File: config.mk
export PLATFORM = sky130hd
export DESIGN_NAME = flash_suspend_resume_control
export DESIGN_NICKNAME = d
export VERILOG_FILES = /design/src/include/flash_suspend_pkg.sv /design/src/hdl/flash_suspend_resume_control.sv
export SDC_FILE = /design/constraint.sdc
export NUM_CORES = 1
export LEC_CHECK = 0
export BUFFER_PORTS_ARGS = -buffer_cell sky130_fd_sc_hd__buf_2
export CAP_MARGIN = 20
export CORE_AREA = 3 3 118 120
export DETAILED_ROUTE_END_ITERATION = 16
export DIE_AREA = 0 0 121 123
export PLACE_DENSITY = 0.56
export SLEW_MARGIN = 20
export SYNTH_ARGS = -nofsm -noshare
export SYNTH_HDL_FRONTEND = slang
export SYNTH_SLANG_ARGS = --single-unit
File: constraint.sdc
create_clock -name clock_i -period 5.4 [get_ports clock_i]
set_input_delay 0.27 -clock clock_i [delete_from_list [all_inputs] [get_ports clock_i]]
set_output_delay 0.27 -clock clock_i [all_outputs]
set_load 0.005 [all_outputs]
File: src/include/flash_suspend_pkg.sv
// Constants and carrier types for the flash suspend and resume controller
`default_nettype none
package flash_suspend_pkg;

	// ==========================================================
	// Instruction codes
	localparam logic [7:0] OPC_ERASE_SUSPEND = 8'h75;
	localparam logic [7:0] OPC_ERASE_RESUME  = 8'h7A;
	localparam logic [7:0] OPC_PROG_SUSPEND  = 8'h85;
	localparam logic [7:0] OPC_PROG_RESUME   = 8'h8A;
	localparam logic [7:0] OPC_READ_STATUS   = 8'h05;
	localparam logic [7:0] OPC_READ_PARAM    = 8'h5A;

	// ==========================================================
	// Status register layout
	localparam int         STATUS_WIP_BIT = 0;
	localparam logic [7:0] STATUS_RESET   = 8'h00;

	// ==========================================================
	// Parameter table words, byte address of the first one
	localparam logic [23:0] PARAM_BASE_ADDR = 24'h00002C;
	localparam logic [23:0] PARAM_END_ADDR  = 24'h000038;
	localparam logic [31:0] PARAM_SUSPEND_DWORD = 32'h451883EC;
	localparam logic [31:0] PARAM_OPCODE_DWORD  = 32'h757A858A;
	localparam logic [31:0] PARAM_POWER_DWORD   = 32'hFFFFFFF7;
	localparam logic [7:0]  PARAM_BLANK_BYTE    = 8'hFF;

	// ==========================================================
	// Frame layout: command, three address bytes, one dummy byte
	localparam logic [2:0] BYTE_CMD      = 3'h0;
	localparam logic [2:0] BYTE_ADDR_END = 3'h3;
	localparam logic [2:0] BYTE_DUMMY    = 3'h4;
	localparam logic [2:0] BYTE_DATA     = 3'h5;
	localparam logic [2:0] BIT_LAST      = 3'h7;

	// ==========================================================
	// Timing
	localparam int CLK_FREQ_MHZ          = 200;
	localparam int ERASE_SUSP_MAX_US     = 48;
	localparam int PROG_SUSP_MAX_US      = 40;
	localparam int RESUME_SUSP_MIN_US    = 128;
	localparam int ERASE_SUSP_MAX_CYCLES = ERASE_SUSP_MAX_US * CLK_FREQ_MHZ;
	localparam int PROG_SUSP_MAX_CYCLES  = PROG_SUSP_MAX_US * CLK_FREQ_MHZ;
	localparam int LAT_CNT_W             = 16;

	// ==========================================================
	// Operation states
	typedef enum logic [2:0] {
		OP_IDLE,
		OP_ERASE,
		OP_ERASE_SUSPENDING,
		OP_ERASE_SUSPENDED,
		OP_PROGRAM,
		OP_PROG_SUSPENDING,
		OP_PROG_SUSPENDED
	} op_state_e;

	// Requests and answers of the embedded algorithm engine
	typedef struct packed {
		logic erase_start;
		logic program_start;
		logic op_done;
		logic paused;
	} engine_in_s;

	// Operation status seen by the rest of the device
	typedef struct packed {
		logic write_in_progress_flag;
		logic erase_suspended;
		logic program_suspended;
	} op_status_s;

	// Complete register state of the controller
	typedef struct packed {
		logic [2:0]           sck_sync;
		logic [2:0]           cs_n_sync;
		logic [2:0]           mosi_sync;
		logic                 sck_lvl;
		logic                 cs_n_lvl;
		logic [7:0]           shift_in;
		logic [2:0]           bit_cnt;
		logic [2:0]           byte_cnt;
		logic [7:0]           cmd;
		logic [23:0]          addr;
		logic [7:0]           shift_out;
		logic                 miso;
		logic                 driving;
		op_state_e            op_state;
		logic [LAT_CNT_W-1:0] lat_cnt;
	} ctrl_state_s;

endpackage
`default_nettype wire

File: src/hdl/flash_suspend_resume_control.sv
// Serial suspend and resume controller for embedded program and erase
//
// Functional notes
// Instruction 75h suspends an erase in progress.
// Instruction 7Ah resumes a suspended erase.
// Instruction 85h suspends a page program in progress.
// Instruction 8Ah resumes a suspended program.
// Erase reaches suspended state within 48 us of the request.
// Host waits 128 us after erase resume before next erase suspend.
// Program reaches suspended state within 40 us of the request.
// Host waits 128 us after program resume before next program suspend.
// During erase suspend host starts no erase, no program or read in sector.
// During program suspend host starts no erase or program, no read in page.
// Parameter table reports suspend settings as word 45_18_83_EC.
// Parameter table marks deep power down unsupported with bit set.
// Parameter table marks suspend and resume supported with bit cleared.
// Status read 05h returns bit 0 high while busy, low when ready.
// Suspend or resume with no matching operation is ignored.
`timescale 1ns/1ps
`default_nettype none

module flash_suspend_resume_control
	import flash_suspend_pkg::*;
#(
	parameter int ERASE_SUSP_CYCLES = ERASE_SUSP_MAX_CYCLES,
	parameter int PROG_SUSP_CYCLES  = PROG_SUSP_MAX_CYCLES
) (
	input  wire logic       clock_i,
	input  wire logic       reset_n_i,
	input  wire logic       sck_i,
	input  wire logic       cs_n_i,
	input  wire logic       mosi_i,
	output logic            miso_o,
	output logic            miso_oe_n_o,
	input  wire engine_in_s engine_i,
	output logic            engine_pause_o,
	output op_status_s      status_o
);

	// ==========================================================
	// Helpers
	function automatic logic [7:0] param_byte(input logic [23:0] a);
		logic [23:0] off;
		logic [31:0] word;
		off = a - PARAM_BASE_ADDR;
		case (off[3:2])
			2'h0:    word = PARAM_SUSPEND_DWORD;
			2'h1:    word = PARAM_OPCODE_DWORD;
			default: word = PARAM_POWER_DWORD;
		endcase
		if (a < PARAM_BASE_ADDR || a >= PARAM_END_ADDR) begin
			param_byte = PARAM_BLANK_BYTE;
		end else begin
			param_byte = word[off[1:0]*8 +: 8];
		end
	endfunction

	function automatic logic wip_of(input op_state_e st);
		wip_of = (st == OP_ERASE) || (st == OP_ERASE_SUSPENDING) ||
			(st == OP_PROGRAM) || (st == OP_PROG_SUSPENDING);
	endfunction

	localparam logic [LAT_CNT_W-1:0] ERASE_LAT_LAST = LAT_CNT_W'(ERASE_SUSP_CYCLES - 1);
	localparam logic [LAT_CNT_W-1:0] PROG_LAT_LAST  = LAT_CNT_W'(PROG_SUSP_CYCLES - 1);

	ctrl_state_s s;
	ctrl_state_s next_s;

	// ==========================================================
	// Next state
	always_comb begin
		logic       sck_rise;
		logic       sck_fall;
		logic       cs_rise;
		logic       byte_done;
		logic [7:0] rx_byte;
		logic [7:0] cur_cmd;
		logic [7:0] status_byte;
		logic [7:0] exec_cmd;
		logic       exec;
		sck_rise    = 1'b0;
		sck_fall    = 1'b0;
		cs_rise     = 1'b0;
		byte_done   = 1'b0;
		rx_byte     = {s.shift_in[6:0], s.mosi_sync[2]};
		cur_cmd     = (s.byte_cnt == BYTE_CMD) ? rx_byte : s.cmd;
		status_byte = STATUS_RESET;
		status_byte[STATUS_WIP_BIT] = wip_of(s.op_state);
		exec_cmd    = s.cmd;
		exec        = 1'b0;
		next_s      = s;

		// Pins pass three stages; a level counts once stages two and three agree
		next_s.sck_sync  = {s.sck_sync[1:0], sck_i};
		next_s.cs_n_sync = {s.cs_n_sync[1:0], cs_n_i};
		next_s.mosi_sync = {s.mosi_sync[1:0], mosi_i};
		if (s.sck_sync[1] == s.sck_sync[2] && s.sck_sync[2] != s.sck_lvl) begin
			next_s.sck_lvl = s.sck_sync[2];
			sck_rise       = s.sck_sync[2];
			sck_fall       = !s.sck_sync[2];
		end
		if (s.cs_n_sync[1] == s.cs_n_sync[2] && s.cs_n_sync[2] != s.cs_n_lvl) begin
			next_s.cs_n_lvl = s.cs_n_sync[2];
			cs_rise         = s.cs_n_sync[2];
		end

		// ======================================================
		// Serial frame
		if (s.cs_n_lvl) begin
			next_s.bit_cnt  = 3'h0;
			next_s.byte_cnt = BYTE_CMD;
			next_s.driving  = 1'b0;
		end else if (sck_rise) begin
			next_s.shift_in = rx_byte;
			next_s.bit_cnt  = s.bit_cnt + 3'h1;
			byte_done       = (s.bit_cnt == BIT_LAST);
		end else if (sck_fall && s.driving) begin
			next_s.miso      = s.shift_out[7];
			next_s.shift_out = {s.shift_out[6:0], 1'b0};
		end

		if (byte_done) begin
			if (s.byte_cnt != BYTE_DATA) begin
				next_s.byte_cnt = s.byte_cnt + 3'h1;
			end
			if (s.byte_cnt == BYTE_CMD) begin
				next_s.cmd = rx_byte;
			end
			if (cur_cmd == OPC_READ_STATUS) begin
				// Reloaded every byte so polling sees the live busy bit
				next_s.shift_out = status_byte;
				next_s.driving   = 1'b1;
			end else if (cur_cmd == OPC_READ_PARAM) begin
				if (s.byte_cnt != BYTE_CMD && s.byte_cnt <= BYTE_ADDR_END) begin
					next_s.addr = {s.addr[15:0], rx_byte};
				end else if (s.byte_cnt == BYTE_DUMMY) begin
					next_s.shift_out = param_byte(s.addr);
					next_s.driving   = 1'b1;
				end else if (s.byte_cnt == BYTE_DATA) begin
					next_s.addr      = s.addr + 24'h000001;
					next_s.shift_out = param_byte(s.addr + 24'h000001);
				end
			end
		end

		// Suspend and resume act when a frame of exactly one byte closes
		if (cs_rise && s.byte_cnt == 3'h1 && s.bit_cnt == 3'h0) begin
			exec     = 1'b1;
			exec_cmd = s.cmd;
		end

		// ======================================================
		// Operation sequencer
		case (s.op_state)
			OP_IDLE: begin
				next_s.lat_cnt = '0;
				if (engine_i.erase_start) begin
					next_s.op_state = OP_ERASE;
				end else if (engine_i.program_start) begin
					next_s.op_state = OP_PROGRAM;
				end
			end
			OP_ERASE: begin
				if (engine_i.op_done) begin
					next_s.op_state = OP_IDLE;
				end else if (exec && exec_cmd == OPC_ERASE_SUSPEND) begin
					next_s.op_state = OP_ERASE_SUSPENDING;
					next_s.lat_cnt  = '0;
				end
			end
			OP_ERASE_SUSPENDING: begin
				next_s.lat_cnt = s.lat_cnt + 1'b1;
				if (engine_i.op_done) begin
					next_s.op_state = OP_IDLE;
				end else if (engine_i.paused || s.lat_cnt >= ERASE_LAT_LAST) begin
					next_s.op_state = OP_ERASE_SUSPENDED;
				end
			end
			OP_ERASE_SUSPENDED: begin
				// Starts from the engine are not nested here; the host keeps off
				if (exec && exec_cmd == OPC_ERASE_RESUME) begin
					next_s.op_state = OP_ERASE;
				end
			end
			OP_PROGRAM: begin
				if (engine_i.op_done) begin
					next_s.op_state = OP_IDLE;
				end else if (exec && exec_cmd == OPC_PROG_SUSPEND) begin
					next_s.op_state = OP_PROG_SUSPENDING;
					next_s.lat_cnt  = '0;
				end
			end
			OP_PROG_SUSPENDING: begin
				next_s.lat_cnt = s.lat_cnt + 1'b1;
				if (engine_i.op_done) begin
					next_s.op_state = OP_IDLE;
				end else if (engine_i.paused || s.lat_cnt >= PROG_LAT_LAST) begin
					next_s.op_state = OP_PROG_SUSPENDED;
				end
			end
			OP_PROG_SUSPENDED: begin
				// No nested erase or program while suspended
				if (exec && exec_cmd == OPC_PROG_RESUME) begin
					next_s.op_state = OP_PROGRAM;
				end
			end
			default: begin
				next_s.op_state = OP_IDLE;
			end
		endcase
		// Any other instruction in any other state simply falls through
	end

	// ==========================================================
	// State register
	always_ff @(posedge clock_i or negedge reset_n_i) begin
		if (!reset_n_i) begin
			s           <= '0;
			s.sck_sync  <= 3'h0;
			s.cs_n_sync <= 3'h7;
			s.cs_n_lvl  <= 1'b1;
			s.op_state  <= OP_IDLE;
		end else begin
			s <= next_s;
		end
	end

	// ==========================================================
	// Outputs
	assign miso_o         = s.miso;
	assign miso_oe_n_o    = !s.driving;
	assign engine_pause_o = (s.op_state == OP_ERASE_SUSPENDING) ||
		(s.op_state == OP_ERASE_SUSPENDED) || (s.op_state == OP_PROG_SUSPENDING) ||
		(s.op_state == OP_PROG_SUSPENDED);
	assign status_o.write_in_progress_flag = wip_of(s.op_state);
	assign status_o.erase_suspended        = (s.op_state == OP_ERASE_SUSPENDED);
	assign status_o.program_suspended      = (s.op_state == OP_PROG_SUSPENDED);

endmodule
`default_nettype wire

Word-level counts from Yosys, hierarchy flattened
Index checks and enable logic that the tools add are counted.
{"block": "word_totals", "regBits": 85, "in_bits": 9, "output_inout_bits": 6, "wordCells": 165}
{"block": "classes", "addsub": 6, "order_cmp": 7, "eq_ne": 35, "n_shift": 2, "mux": 60, "n_bitwise": 3, "n_reduce_logical": 37}
{"operator": "$mux 32", "n": 13}
{"operator": "$pmux 32 s2", "n": 2}
{"operator": "$mux 24", "n": 3}
{"operator": "$pmux 16 s4", "n": 1}
{"operator": "$shiftx 32x6->8", "n": 2}
{"operator": "$ge 24x6->1 const B", "n": 2}
{"operator": "$lt 24x6->1 const B", "n": 2}
{"operator": "$mux 8", "n": 6}
{"operator": "$mux 43", "n": 1}
{"operator": "$mux 3", "n": 14}
{"operator": "$mux 19", "n": 2}
{"operator": "$mux 16", "n": 2}
{"operator": "$mux 9", "n": 3}
{"operator": "$add 24x1->24 const B", "n": 1}
{"operator": "$eq 8x7->1 const B", "n": 3}
{"operator": "$pmux 3 s7", "n": 1}
{"operator": "$eq 3x3->1 const B", "n": 6}
{"operator": "$ne 3x3->1 const B", "n": 6}
{"operator": "$add 16x1->16 const B", "n": 1}
{"operator": "$eq 8x8->1 const B", "n": 2}
{"operator": "$ge 16x13->1 const B", "n": 1}
{"operator": "$ge 16x14->1 const B", "n": 1}
{"operator": "$mux 1", "n": 12}
{"operator": "$logic_and 1x1->1", "n": 10}
{"operator": "other kinds (24)", "n": 53}

Logic depth before layout (Yosys ltp)
{"block": "logic_depth", "ltp_word": 18, "ltp_mapped": 12, "depth_no_buf": 10}

Worst setup path before layout
No wires, ideal clock.
{"block": "synth_timing", "path_type": "reg2reg", "from": "register s[29] (netlist bit)", "to": "register s[23] (netlist bit)", "setup_ns": 0.132, "arrival_time_ns": 2.230, "required_ns": 5.268, "setup_slack_ns": 3.037, "stages_incl_launch_ff": 12, "cell_sequence": "dfrtp_1 -> buf_2 -> nand3_1 -> xnor2_1 -> inv_1 -> ha_1 -> o211ai_1 -> o311a_1 -> o2111a_1 -> nand4_1 -> nor4_1 -> o22ai_1"}
{"item": "from (decl)", "line_no": "flash_suspend_resume_control.sv:66", "rtl": "ctrl_state_s s;"}
{"item": "from (signal assigned)", "line_no": "flash_suspend_resume_control.sv:224", "rtl": "s <= next_s;"}

==> results.md <==
- Outcome: finished clean
- Post-synthesis sequential area ratio: 36.6%
- Largest family of logic cells by synthesized area: simple AND/OR/NAND/NOR gates
- GPL Wtd Cong: 0.847
- Mean Syn Cell Area: 8.70 µm²
- Mapped Cells: approximately 670
- CP Capture Type: register
- HPWL after DPL: 10.1 mm
- Final worst setup slack: 2.19 ns
- EDFF count, synth: 0
- Top Ports: 15
- Cts bufs inserted: 9
- Post-Synth Simple-Gate Area: 26.6%
- CTS Hold Bufs: 2
- First-pass GRT wire length: 24.0 mm
- Die Span Y: 123 µm
- TritonRoute pass-1 iters: 5
- Async S/R FF share, synth: 100%
- WS Path Type: reg2reg
- Initial drt markers: 293
- FMAX: 311 MHz
- DR vias: 4940
- Final setup TNS: 0 ns
- Setup Viol. Count Final: 0
- Die Width: 121 µm
- Die Footprint: 14900 µm²
- Total wire length: 14.3 mm
- Number of global-route vias before repair: approximately 4700
- Synthesized Nets: 699
- Fin. Hold Viols: 0
- Fillers: 1269
- Wirelength per Cell: 16.9 µm
- CTS tree: done
- Slew @ Worst Pin: 1.04 ns
- Min Hold Slack: 0.0251 ns
- Register area: between 2000 and 2500 µm²
- Unrepaired setup endpoints after global routing: false
- Initial antenna violation count: 0
- Ys Warns: 0
- Max transition margin: 29.9%
- Drc violations: 0
- Row cnt: 42
- Diodes inserted: 0
- Compound-Gate Fraction of Synth Area: 19.6%
- Antenna-violating nets left: 0
- Dpl cells: between 800 and 900
- Power Total: 0.00167 W
- Min cycle time layout: 3.21 ns
- HP Class: in2reg
- Core area: 13100 µm²
- Grt total ovfl: 0
- Fin Clk Skew: ~0.0095 ns
- H-tree Lvls: 3
- Final Cycle Share: between 50% and 60%
- Crit Path Max Fanout: 13
- Proportion of layout cells with a drive suffix above 1: 12.7%
- Worst skew pair latency: 0.35 ns
- Post-Synthesis Cell Area: 5820 µm²
- Largest net degree at the start of global routing: 67
- Prevailing post-synth register cell: dfrtp_1
- Cts repair resizes: 0
- Pwr/cell area: 265 nW/µm²
- CTS Sinks: 85
- Data required time of the critical path: about 5.6 ns
- Initial core utilization: around 44%
- Static Leak: 2.63 nW
- Setup Buffers After CTS: 0
- Pre-CTS WS: 2.10 ns
- Worst vdd ir: roughly 0.00028 V
- Layout area overhead: 8.28%
- Post-synthesis mux area share: about 6.4%
- Clock transition at path regs: 0.07 ns
- Vias per inst: 5.86
- Critical Path Start Type: register
- Final std cells w/o fill: between 800 and 900
- Clk root buf: clkbuf_16
- Multi-input logic area: about 3400 µm²
- Yosys cell types: 79
- Synthesis-stage register bit count: 85
- XOR/XNOR share of the synthesized area: 1.20%
- All-Layer GR Usage: 20.1%
- Final Max Tran Viols: 0
- Longest Clk Path Bufs: 2
- Crit path DAT: 3.44 ns
- Nets: 692
- Buffers added on ports: 14
- Max_cap viols: 0
- Post-Synth Adder-Cell Area: under 10%
## registers in the layout, indices dropped and copies added, names as in the netlist
| register | count |
|---|---|
| miso_o | 1 |
| next_s | 6 |
| s | 78 |
## layout by cell type, fill, tap and decap left out, types with 5 or more instances in the layout
cell type,netlist,routed
mux2_2,22,22
nor4_1,12,12
mux2i_1,11,11
nand4_1,14,14
buf_4,3,6
and2_1,9,9
nor2_1,62,62
o22ai_1,5,5
a22oi_1,13,13
nor3_1,20,20
a21oi_1,36,36
clkbuf_16,0,9
nand2_1,61,61
o21ai_0,34,34
xnor2_1,6,6
nand2b_1,6,6
buf_2,14,13
inv_6,0,5
o211ai_1,7,7
inv_1,23,23
dfrtp_1,81,81
o21ai_1,48,48
and3_1,13,13
a31oi_1,8,8
nand3_1,22,22
or3_1,5,5
ha_1,21,21
## critical path, stage by stage, from the launching register on
cell	delay, ns
dfrtp_1	0.44
inv_1	0.12
ha_1	0.21
nor2b_1	0.48
nand4_1	0.23
a211oi_2	0.72
and2_1	0.28
nand2_1	0.11
nor4_1	0.39
o21ai_1	0.10
## synthesized netlist by cell type, types with 4 or more instances
master     n  share of area (%)
nor4_1    12                1.3
mux2_2    22                4.3
a21oi_1   36                3.1
buf_2     14                1.2
nand3b_1   4               0.52
or3_1      5               0.54
nand4_1   14                1.5
a22oi_1   13                1.7
o31ai_1    4               0.52
clkbuf_1  19                1.2
xnor2_1    6               0.90
dfstp_2    4                1.8
inv_1     23                1.5
and3_1    13                1.4
nand2_1   61                3.9
nor2_1    62                4.0
dfrtp_1   81                 35
nor3_1    20                1.7
ha_1      21                4.5
and4_1     4               0.60
a31oi_1    8               0.86
o21ai_0   34                2.9
nor2b_1    4               0.43
o211ai_1   7               0.90
nand2b_1   6               0.64
and2_1     9               0.97
nand3_1   22                1.9
mux2i_1   11                1.9
o22ai_1    5               0.54
nor4b_1    5               0.75
o21ai_1   48                4.1
## cell families after synthesis
| kind of cell | Yosys count |
|---|---|
| AND/OR/NAND/NOR | 271 |
| AO/OA/AOI/OAI | 186 |
| flip-flops | 85 |
| buffers and inverters | 63 |
| multiplexers | 34 |
| adder cells (fa/ha/maj) | 22 |
| XOR/XNOR | 8 |
## path summary, 6_finish.rpt
check                      startpoint          to  slack, ns  cells after the start
min in group asynchronous   reset_n_i      miso_o       0.33                      2
max in group asynchronous   reset_n_i       s[11]       3.95                      3
max                             s[62]       s[22]       2.19                      9
min                            mosi_i  next_s[78]       0.03                      1
min reg2reg                next_s[78]  next_s[79]       0.35                      0
max reg2reg                     s[62]       s[22]       2.19                      9
## power by group
group	internal, W	total (W)	switching (W)
sequential	0.000681	0.000752	0.0000710
combinational	0.000122	0.000298	0.000177
clock	0.000324	0.000620	0.000296
## stage by stage
stage	util (%)	area (µm²)
after global routing	48.2	6300
after global placement	45.6	5970
after CTS	48.0	6270
after detailed placement	45.6	5970
final	48.2	6300
after floorplan	-	5820
## routing by layer
layer | up-vias | wire length (µm) | track usage, %
li1 | 2455 | - | -
met1 | 2382 | 6660 | 26.8
met2 | 89 | 6840 | 32.8
met3 | 14 | 553 | 4.21
met4 | 0 | 210 | 6.30
met5 | - | 0 | 0
## layout make-up
class / instances / area share, %
multi-input cells: 521 / 54.2
flip-flops and latches: 85 / 33.8
clock buffers: 9 / 3.57
well taps: 176 / 3.49
repair buffers: 22 / 2.50
inverters: 23 / 1.37
clock inverters: 7 / 0.993
No activity file was read; power rests on OpenSTA's default activity.
